$ cat src/logic/tc16_pkg.sv
package tc16_pkg;

   // Bus byte addresses, decoded on the low nibble
   localparam int unsigned ADR_W = 4;
   localparam logic [ADR_W-1:0] ADR_CTRL = 4'h0;
   localparam logic [ADR_W-1:0] ADR_LOW = 4'h4;
   localparam logic [ADR_W-1:0] ADR_HIGH = 4'h8;
   localparam logic [ADR_W-1:0] ADR_STAT = 4'hC;

   // Control register fields
   localparam int unsigned CTL_RUN = 0;
   localparam int unsigned CTL_CS = 1;
   localparam int unsigned CTL_BYP = 2;
   localparam int unsigned CTL_TB_LO = 3;
   localparam int unsigned CTL_PS_LO = 4;
   localparam int unsigned CTL_PS_HI = 5;
   localparam int unsigned CTL_TB_HI = 6;
   localparam int unsigned CTL_WIDE = 7;

   // Status register fields
   localparam int unsigned STAT_FLAG = 0;
   localparam int unsigned STAT_IE = 1;
   localparam int unsigned STAT_ARMED = 2;

   localparam logic [7:0] CTRL_RST = 8'h00;
   localparam logic [15:0] COUNT_RST = 16'h0000;
   localparam logic [15:0] COUNT_MAX = 16'hFFFF;
   localparam logic [7:0] BYTE_RST = 8'h00;
   localparam logic [31:0] DAT_ZERO = 32'h0000_0000;

   // Instruction cycle is the system clock divided by four
   localparam int unsigned INSTR_DIV = 4;
   localparam logic [1:0] INSTR_LAST = 2'(INSTR_DIV - 1);
   localparam logic [1:0] DIV_RST = 2'h0;

   // Oscillator pins shared with the port
   localparam int unsigned PINS = 2;

   // Capture/compare/PWM unit assignment
   localparam int unsigned UNITS = 5;
   localparam logic [1:0] TB_NONE = 2'h0;
   localparam logic [1:0] TB_UPPER4 = 2'h1;
   localparam logic [1:0] TB_UPPER3 = 2'h2;
   localparam logic [1:0] TB_ALL = 2'h3;
   localparam logic [UNITS-1:0] TBM_NONE = 5'h00;
   localparam logic [UNITS-1:0] TBM_UPPER4 = 5'h1E;
   localparam logic [UNITS-1:0] TBM_UPPER3 = 5'h1C;
   localparam logic [UNITS-1:0] TBM_ALL = 5'h1F;

   // Prescale codes and the last count of each
   localparam logic [1:0] PS_DIV1 = 2'h0;
   localparam logic [1:0] PS_DIV2 = 2'h1;
   localparam logic [1:0] PS_DIV4 = 2'h2;
   localparam logic [2:0] PS_ZERO = 3'h0;

   typedef enum logic [1:0] {
      TC16_TIMER,
      TC16_SYNC_CNT,
      TC16_ASYNC_CNT
   } tc16_mode_t;

   function automatic logic [2:0] tc16_ps_last(input logic [1:0] sel);
      case (sel)
         PS_DIV1: tc16_ps_last = 3'h0;
         PS_DIV2: tc16_ps_last = 3'h1;
         PS_DIV4: tc16_ps_last = 3'h3;
         default: tc16_ps_last = 3'h7;
      endcase
   endfunction

endpackage

$ cat src/logic/tc16_cnt_if.sv
`timescale 1ns/1ps
`default_nettype none

interface tc16_cnt_if;
   logic evt;
   logic clr;
   logic [1:0] sel;
   logic tick;

   modport src_mp (output evt);
   modport pre_mp (input evt, input clr, input sel, output tick);
   modport core_mp (input tick, output clr, output sel);
endinterface

`default_nettype wire

$ cat src/logic/tc16_edge.sv
`timescale 1ns/1ps
`default_nettype none

module tc16_edge
   import tc16_pkg::*;
(
   input wire logic clk_i,
   input wire logic rst_i,
   input wire logic instr_en_i,
   input wire logic run_i,
   input wire logic src_ext_i,
   input wire logic bypass_i,
   input wire logic pin_i,
   output logic armed_o,
   tc16_cnt_if.src_mp cnt
);
   logic s1_q, s2_q, s3_q, raw_q, pend_q, armed_q;
   logic cur, prv, rise, fall, ext_evt;

   // Two-stage synchroniser plus history
   always_ff @(posedge clk_i) begin
      if (rst_i) begin
         s1_q <= 1'b0;
         s2_q <= 1'b0;
         s3_q <= 1'b0;
         raw_q <= 1'b0;
      end else begin
         s1_q <= pin_i;
         s2_q <= s1_q;
         s3_q <= s2_q;
         raw_q <= pin_i;
      end
   end

   always_comb begin
      cur = bypass_i ? pin_i : s2_q;
      prv = bypass_i ? raw_q : s3_q;
      rise = cur & ~prv;
      fall = ~cur & prv;
   end

   // Count only rising edges after a falling edge
   always_ff @(posedge clk_i) begin
      if (rst_i || !src_ext_i || !run_i) begin
         armed_q <= 1'b0;
      end else if (fall) begin
         armed_q <= 1'b1;
      end
   end

   // Synchronous mode releases an edge on the instruction cycle
   always_ff @(posedge clk_i) begin
      if (rst_i || bypass_i || !src_ext_i || !run_i) begin
         pend_q <= 1'b0;
      end else if (instr_en_i) begin
         pend_q <= 1'b0;
      end else if (rise && armed_q) begin
         pend_q <= 1'b1;
      end
   end

   always_comb begin
      if (bypass_i) begin
         ext_evt = rise & armed_q;
      end else begin
         ext_evt = instr_en_i & (pend_q | (rise & armed_q));
      end
      cnt.evt = run_i & (src_ext_i ? ext_evt : instr_en_i);
   end

   assign armed_o = armed_q;

endmodule

`default_nettype wire

$ cat src/logic/tc16_presc.sv
`timescale 1ns/1ps
`default_nettype none

module tc16_presc
   import tc16_pkg::*;
(
   input wire logic clk_i,
   input wire logic rst_i,
   tc16_cnt_if.pre_mp cnt
);
   logic [2:0] ps_q;
   logic tick_q;

   always_ff @(posedge clk_i) begin
      if (rst_i || cnt.clr) begin
         ps_q <= PS_ZERO;
         tick_q <= 1'b0;
      end else if (cnt.evt) begin
         if (ps_q >= tc16_ps_last(cnt.sel)) begin
            ps_q <= PS_ZERO;
            tick_q <= 1'b1;
         end else begin
            ps_q <= 3'(ps_q + 3'h1);
            tick_q <= 1'b0;
         end
      end else begin
         tick_q <= 1'b0;
      end
   end

   assign cnt.tick = tick_q;

endmodule

`default_nettype wire

$ cat src/logic/tc16_top.sv
// The Wishbone interface to the registers and the placing of the registers were chosen for this implementation.
`timescale 1ns/1ps
`default_nettype none

module tc16_top
   import tc16_pkg::*;
(
   input wire logic clk_i,
   input wire logic rst_i,
   input wire logic [31:0] wb_adr_i,
   input wire logic [31:0] wb_dat_i,
   input wire logic [3:0] wb_sel_i,
   input wire logic wb_we_i,
   input wire logic wb_cyc_i,
   input wire logic wb_stb_i,
   output logic [31:0] wb_dat_o,
   output logic wb_ack_o,
   input wire logic external_count_pin_i,
   input wire logic osc_clk_i,
   input wire logic osc_enable_i,
   input wire logic [UNITS-1:0] special_event_i,
   input wire logic [1:0] port_pin_i,
   input wire logic [1:0] port_direction_bits_i,
   output logic [1:0] pin_oe_o,
   output logic [1:0] port_read_o,
   output logic [UNITS-1:0] timebase_sel_o,
   output logic overflow_irq_o,
   output logic [15:0] count_o
);

   ////////////////////////////////////////////////////////////////////////
   // Registers and decode

   logic [7:0] ctrl_q;
   logic [15:0] count_q;
   logic [7:0] hbuf_q;
   logic flag_q;
   logic ie_q;
   logic ack_q;
   logic [31:0] dat_q;
   logic irq_q;
   logic [UNITS-1:0] tb_q;
   logic [1:0] oe_q;
   logic [1:0] prd_q;
   logic [1:0] div_q;
   logic instr_en_q;
   logic armed;

   logic req, wr, rd, in_map;
   logic hit_ctrl, hit_low, hit_high, hit_stat;
   logic [7:0] wdat;
   logic wide, run, cs, byp;
   logic [1:0] tb_code;
   logic [UNITS-1:0] tb_d;
   tc16_mode_t mode;
   logic trig, tick_go, wr_count, ovf_set;
   logic [31:0] dat_d;

   tc16_cnt_if cnt ();

   always_comb begin
      req = wb_cyc_i & wb_stb_i & ~ack_q;
      in_map = (wb_adr_i[31:ADR_W] == '0);
      hit_ctrl = in_map && (wb_adr_i[ADR_W-1:0] == ADR_CTRL);
      hit_low = in_map && (wb_adr_i[ADR_W-1:0] == ADR_LOW);
      hit_high = in_map && (wb_adr_i[ADR_W-1:0] == ADR_HIGH);
      hit_stat = in_map && (wb_adr_i[ADR_W-1:0] == ADR_STAT);
      wr = req & wb_we_i & wb_sel_i[0];
      rd = req & ~wb_we_i;
      wdat = wb_dat_i[7:0];
      wide = ctrl_q[CTL_WIDE];
      run = ctrl_q[CTL_RUN];
      cs = ctrl_q[CTL_CS];
      byp = ctrl_q[CTL_BYP];
      tb_code = {ctrl_q[CTL_TB_HI], ctrl_q[CTL_TB_LO]};
   end

   ////////////////////////////////////////////////////////////////////////
   // Mode decode

   always_comb begin
      if (!cs) begin
         mode = TC16_TIMER;
      end else if (byp) begin
         mode = TC16_ASYNC_CNT;
      end else begin
         mode = TC16_SYNC_CNT;
      end
   end

   // Units served by this timer pair
   always_comb begin
      case (tb_code)
         TB_ALL: tb_d = TBM_ALL;
         TB_UPPER3: tb_d = TBM_UPPER3;
         TB_UPPER4: tb_d = TBM_UPPER4;
         TB_NONE: tb_d = TBM_NONE;
         default: tb_d = TBM_NONE;
      endcase
   end

   // Trigger honoured only in timer and synchronous counter modes
   always_comb begin
      case (mode)
         TC16_TIMER: trig = |(special_event_i & tb_q);
         TC16_SYNC_CNT: trig = |(special_event_i & tb_q);
         TC16_ASYNC_CNT: trig = 1'b0;
         default: trig = 1'b0;
      endcase
      wr_count = wr & (hit_low | (hit_high & ~wide));
      tick_go = cnt.tick & run;
      ovf_set = tick_go & (count_q == COUNT_MAX) & ~wr_count & ~trig;
   end

   ////////////////////////////////////////////////////////////////////////
   // Instruction-cycle divider

   always_ff @(posedge clk_i) begin
      if (rst_i) begin
         div_q <= DIV_RST;
         instr_en_q <= 1'b0;
      end else begin
         div_q <= 2'(div_q + 2'h1);
         instr_en_q <= (div_q == INSTR_LAST);
      end
   end

   ////////////////////////////////////////////////////////////////////////
   // Count source and prescaler

   assign cnt.clr = wr & hit_low;
   assign cnt.sel = ctrl_q[CTL_PS_HI:CTL_PS_LO];

   tc16_edge u_edge (
      .clk_i(clk_i),
      .rst_i(rst_i),
      .instr_en_i(instr_en_q),
      .run_i(run),
      .src_ext_i(cs),
      .bypass_i(byp),
      .pin_i(osc_enable_i ? osc_clk_i : external_count_pin_i),
      .armed_o(armed),
      .cnt(cnt.src_mp)
   );

   tc16_presc u_presc (
      .clk_i(clk_i),
      .rst_i(rst_i),
      .cnt(cnt.pre_mp)
   );

   ////////////////////////////////////////////////////////////////////////
   // Control register

   always_ff @(posedge clk_i) begin
      if (rst_i) begin
         ctrl_q <= CTRL_RST;
      end else if (wr && hit_ctrl) begin
         ctrl_q <= wdat;
      end
   end

   ////////////////////////////////////////////////////////////////////////
   // Count register

   // Writes outrank the trigger, the trigger outranks counting
   always_ff @(posedge clk_i) begin
      if (rst_i) begin
         count_q <= COUNT_RST;
      end else if (wr && hit_low) begin
         count_q <= {wide ? hbuf_q : count_q[15:8], wdat};
      end else if (wr && hit_high && !wide) begin
         count_q[15:8] <= wdat;
      end else if (trig) begin
         count_q <= COUNT_RST;
      end else if (tick_go) begin
         count_q <= 16'(count_q + 16'h0001);
      end
   end

   // High-byte buffer for wide access
   always_ff @(posedge clk_i) begin
      if (rst_i) begin
         hbuf_q <= BYTE_RST;
      end else if (wide && rd && hit_low) begin
         hbuf_q <= count_q[15:8];
      end else if (wide && wr && hit_high) begin
         hbuf_q <= wdat;
      end
   end

   ////////////////////////////////////////////////////////////////////////
   // Overflow flag and request

   always_ff @(posedge clk_i) begin
      if (rst_i) begin
         flag_q <= 1'b0;
      end else if (ovf_set) begin
         flag_q <= 1'b1;
      end else if (wr && hit_stat && !wdat[STAT_FLAG]) begin
         flag_q <= 1'b0;
      end
   end

   always_ff @(posedge clk_i) begin
      if (rst_i) begin
         ie_q <= 1'b0;
      end else if (wr && hit_stat) begin
         ie_q <= wdat[STAT_IE];
      end
   end

   always_ff @(posedge clk_i) begin
      if (rst_i) begin
         irq_q <= 1'b0;
      end else begin
         irq_q <= (flag_q | ovf_set) & ie_q;
      end
   end

   ////////////////////////////////////////////////////////////////////////
   // Pins, unit assignment, count view

   // One slice per oscillator pin; enabled oscillator owns both pins
   for (genvar p = 0; p < PINS; p++) begin : g_pin
      always_ff @(posedge clk_i) begin
         if (rst_i) begin
            oe_q[p] <= 1'b0;
            prd_q[p] <= 1'b0;
         end else begin
            oe_q[p] <= ~osc_enable_i & ~port_direction_bits_i[p];
            prd_q[p] <= ~osc_enable_i & port_pin_i[p];
         end
      end
   end

   // Routing follows a control write by one cycle
   always_ff @(posedge clk_i) begin
      if (rst_i) begin
         tb_q <= TBM_NONE;
      end else begin
         tb_q <= tb_d;
      end
   end

   ////////////////////////////////////////////////////////////////////////
   // Wishbone answer

   // Ack one cycle after the request; read data latched at that edge
   always_comb begin
      dat_d = DAT_ZERO;
      if (hit_ctrl) begin
         dat_d[7:0] = ctrl_q;
      end else if (hit_low) begin
         dat_d[7:0] = count_q[7:0];
      end else if (hit_high) begin
         dat_d[7:0] = wide ? hbuf_q : count_q[15:8];
      end else if (hit_stat) begin
         dat_d[STAT_FLAG] = flag_q;
         dat_d[STAT_IE] = ie_q;
         dat_d[STAT_ARMED] = armed;
      end
   end

   always_ff @(posedge clk_i) begin
      if (rst_i) begin
         ack_q <= 1'b0;
         dat_q <= DAT_ZERO;
      end else begin
         ack_q <= req;
         if (rd) begin
            dat_q <= dat_d;
         end
      end
   end

   assign wb_ack_o = ack_q;
   assign wb_dat_o = dat_q;
   assign overflow_irq_o = irq_q;
   assign timebase_sel_o = tb_q;
   assign pin_oe_o = oe_q;
   assign port_read_o = prd_q;
   assign count_o = count_q;

endmodule

`default_nettype wire
$ cat config.mk
export PLATFORM = sky130hd
export DESIGN_NAME = tc16_top
export DESIGN_NICKNAME = d
export VERILOG_FILES = /design/src/logic/tc16_pkg.sv /design/src/logic/tc16_cnt_if.sv /design/src/logic/tc16_edge.sv /design/src/logic/tc16_presc.sv /design/src/logic/tc16_top.sv
export SDC_FILE = /design/constraint.sdc
export NUM_CORES = 1
export LEC_CHECK = 0
export ABC_AREA = 0
export BUFFER_PORTS_ARGS = -buffer_cell sky130_fd_sc_hd__buf_2
export CORE_MARGIN = 5
export CORE_UTILIZATION = 54
export CTS_CLUSTER_DIAMETER = 120
export DETAILED_ROUTE_END_ITERATION = 7
export PLACE_DENSITY = 0.85
export SKIP_LAST_GASP = 1
export SYNTH_ARGS = -nofsm -noshare
export SYNTH_HDL_FRONTEND = slang
export SYNTH_HIERARCHICAL = 1
export SYNTH_SLANG_ARGS = --single-unit
$ cat constraint.sdc
create_clock -name clk_i -period 2.7 [get_ports clk_i]
set_input_delay 0.135 -clock clk_i [delete_from_list [all_inputs] [get_ports clk_i]]
set_output_delay 0.135 -clock clk_i [all_outputs]
set_load 0.01 [all_outputs]
==> results.md <==
- H-tree depth: 3
- Worst-skew pair later-pin latency: approximately 350 ps
- Reg2reg end: count_o[15]
- Status: complete, no violations
- CP arrival: ~2600 ps
- Die W: about 94 um
- Ys flop type: dfxtp_1
- # DRC: 0
- Synth unique cells: between 60 and 70
- Crit-path max cell delay: just under 900 ps
- Synth top area share: between 30 and 40%
- Yosys reg bits: 63
- Layout cell share with drive strength beyond 1: 26.9%
- DR iter-0 viols: between 400 and 500
- RSZ-0062 raised after global routing: no
- Reg2Reg Depth: 5
- Max Freq: approximately 0.42 GHz
- Worst-Margin Slew: around 1100 ps
- # diodes: 0
- Pleak: between 0.0015 and 0.002 uW
- # IOs: between 100 and 150
- Initial Util: between 50% and 60%
- Launch point of the worst reg-to-reg path: ctrl_q[2]
- Post-Place Cells: 603
- Clk sinks: 63
- Post-DP Area: 4240 um2
- Drt wl/cell: roughly 17 um
- GRT Util Overall: about a quarter
- First-pass GRT wire length: around 17 mm
- Final setup viols: 0
- Clk buf depth: 2
- Commonest non-fill, non-tap cell in the layout: buf_2
- Design area: around 4500 um2
- First-pass DRT Iterations: 7
- Nets: 611
- Detailed placement HPWL: 8.11 mm
- Most frequent cells in the layout: 92 x buf_2, 63 x dfxtp_1, 38 x nor2_1
- Largest area contributor in the netlist: dfxtp_1
- Max stage delay cell, worst path: a311oi_1
- Crit-path max FO: 11
- Async SR Flop Fraction: 0%
- Vias in the first global route: roughly 3600
- Final Non-Filler Cells: between 600 and 700
- Final Wtd Congestion: 0.994
- Max_slew headroom: 27.0%
- WS Path Type: register to register
- Hold-critical path depth: 2
- Setup crit end kind: register
- Initial antenna violation count: 0
- Vias/cell: ~6
- Post-CTS Resized: 0
- Min-Delay Startpoint: osc_enable_i
- CTS tree: done
- Yosys warning total: 6
- Final hold violation count: 0
- Hold WC Path Type: input pin to register
- Post-Syn Area per Cell: approximately 9 um2
- Core area: around 6800 um2
- Final min period: about 2400 ps
- Peak VDD IR: just over 0.3 mV
- Register area share after synthesis: between 30% and 40%
- Critical Path RT: slightly below 3000 ps
- Number of synthesized flops with an enable pin: 0
- Die area: between 8000 and 9000 um2
- Pwr dens: 432 nW/um2
- Largest cells by area after synthesis: dfxtp_1 33%, mux2i_1 6.8%, buf_4 5.3%
- Largest net degree at the start of global routing: 43
- Setup TNS Final: 0 ps
- Mapped Area: about 3800 um2
- Routed WL: approximately 11 mm
- Die Y: about 94 um
- Total CTS buffers: 9
- Area growth from synthesis to layout: 16.7%
- Max Cap Viol: 0
- Vias: 3819
- Post-route ant nets: 0
- Worst hold endpoint: pin_oe_o[1]
- Final Slew Violations: 0
- Clock skew after layout: between 5 and 6 ps
- Design Power: 1930 uW
- Grt total ovfl: 0
- Worst reg2reg setup slack: 330 ps
- IO Port Bufs: just over 90
- Root Buffer Master: clkbuf_8
- Critical Path Start Type: register
- Cells after Synth: 435
- Critical-path cell list: a21boi_0 -> a221o_1 -> a311oi_1 -> nand2_1 -> o31ai_1
- Final Cycle Share: roughly 90%
- Worst-path clk slew: 80 ps
- Num rows: 30
[how the worst max path moves through the flow]
stage | startpoint | slack [ps] | end | depth (start not counted)
floorplan | wb_ack_o | 830 | hbuf_q[0] | 5
global placement | ctrl_q[2] | 500 | count_o[10] | 5
detailed placement | ctrl_q[2] | 370 | count_o[15] | 5
CTS | ctrl_q[2] | 340 | count_o[15] | 5
global route | ctrl_q[2] | 30 | count_o[15] | 5
finish | ctrl_q[2] | 330 | count_o[15] | 5
[kinds of logic after synthesis]
family | Yosys count | synth area share (%)
simple gates | 164 | 26.6
flops | 63 | 33.0
compound gates | 102 | 18.2
mux | 33 | 9.75
buf+inv | 58 | 8.51
other cells | 1 | 0.0981
xor+xnor | 8 | 1.83
fa+ha+maj | 6 | 1.96
[synthesized netlist by cell type, drive strengths merged, types with 4 or more instances]
master / count
a211oi: 4
a21oi: 27
a22oi: 6
a31oi: 6
and3: 6
and4: 4
buf: 36
clkbuf: 13
dfxtp: 63
ha: 6
inv: 9
mux2: 4
mux2i: 26
nand2: 25
nand2b: 6
nand3: 14
nand4: 10
nor2: 38
nor2b: 15
nor3: 10
nor4: 15
o2111ai: 4
o211ai: 4
o21ai: 17
o22ai: 4
o31ai: 9
o32a: 8
or2: 4
xnor2: 7
[critical path: cells and delay by family (launching register included)]
kind             cells  cell delay (ps)
AND/OR/NAND/NOR      1              150
AO/OA/AOI/OAI        4             1590
flip-flops           1              540
[per-layer routing]
| layer | up-vias | global-route usage [%] | wire (um) |
|---|---|---|---|
| met5 | - | 0 | 0 |
| met1 | 1781 | 29.9 | 4200 |
| met2 | 244 | 42.2 | 5100 |
| li1 | 1742 | - | - |
| met4 | 0 | 8.66 | 406 |
| met3 | 52 | 6.73 | 1140 |
[repair_timing]
| item | in CTS | in global routing |
|---|---|---|
| hold buffers | 2 | 0 |
| hold endpoints to repair | 2 | 0 |
| buffers inserted | 0 | 0 |
[flip-flops by register name, indices dropped and copies added, names as in the netlist, 2 cells and up]
register,flops
count_o,16
ctrl_q,8
hbuf_q,8
wb_dat_o,8
timebase_sel_o,3
u_presc/ps_q,3
div_q,2
pin_oe_o,2
port_read_o,2
[through the flow]
| stage | setup WS, ps | hold slack (ps) | util (%) |
|---|---|---|---|
| 3_5_place_dp | 366 | 303 | 62.1 |
| 5_1_grt | 27.0 | 0.460 | 65.3 |
| 4_1_cts | 341 | 3.10 | 65.3 |
| 2_1_floorplan | 827 | 207 | - |
| 3_3_place_gp | 503 | 300 | 62.1 |
| 6_report | 330 | 3.39 | 65.3 |
[cell type report]
type,count,area [um2]
inverter,9,33.8
multi-input combinational,337,2320
fill,591,2370
sequential,63,1260
clock buffer,9,124
clock inverter,7,72.6
timing repair buffer,100,526
tap,96,120
[power by group]
| part | internal [uW] | leakage [uW] | switching (uW) | total (uW) |
|---|---|---|---|---|
| Combinational | 61.2 | 0.00113 | 97.0 | 158 |
| Clock | 427 | 0.0000956 | 402 | 829 |
| Sequential | 937 | 0.000509 | 3.71 | 940 |
No activity file was read; power rests on OpenSTA's default activity.
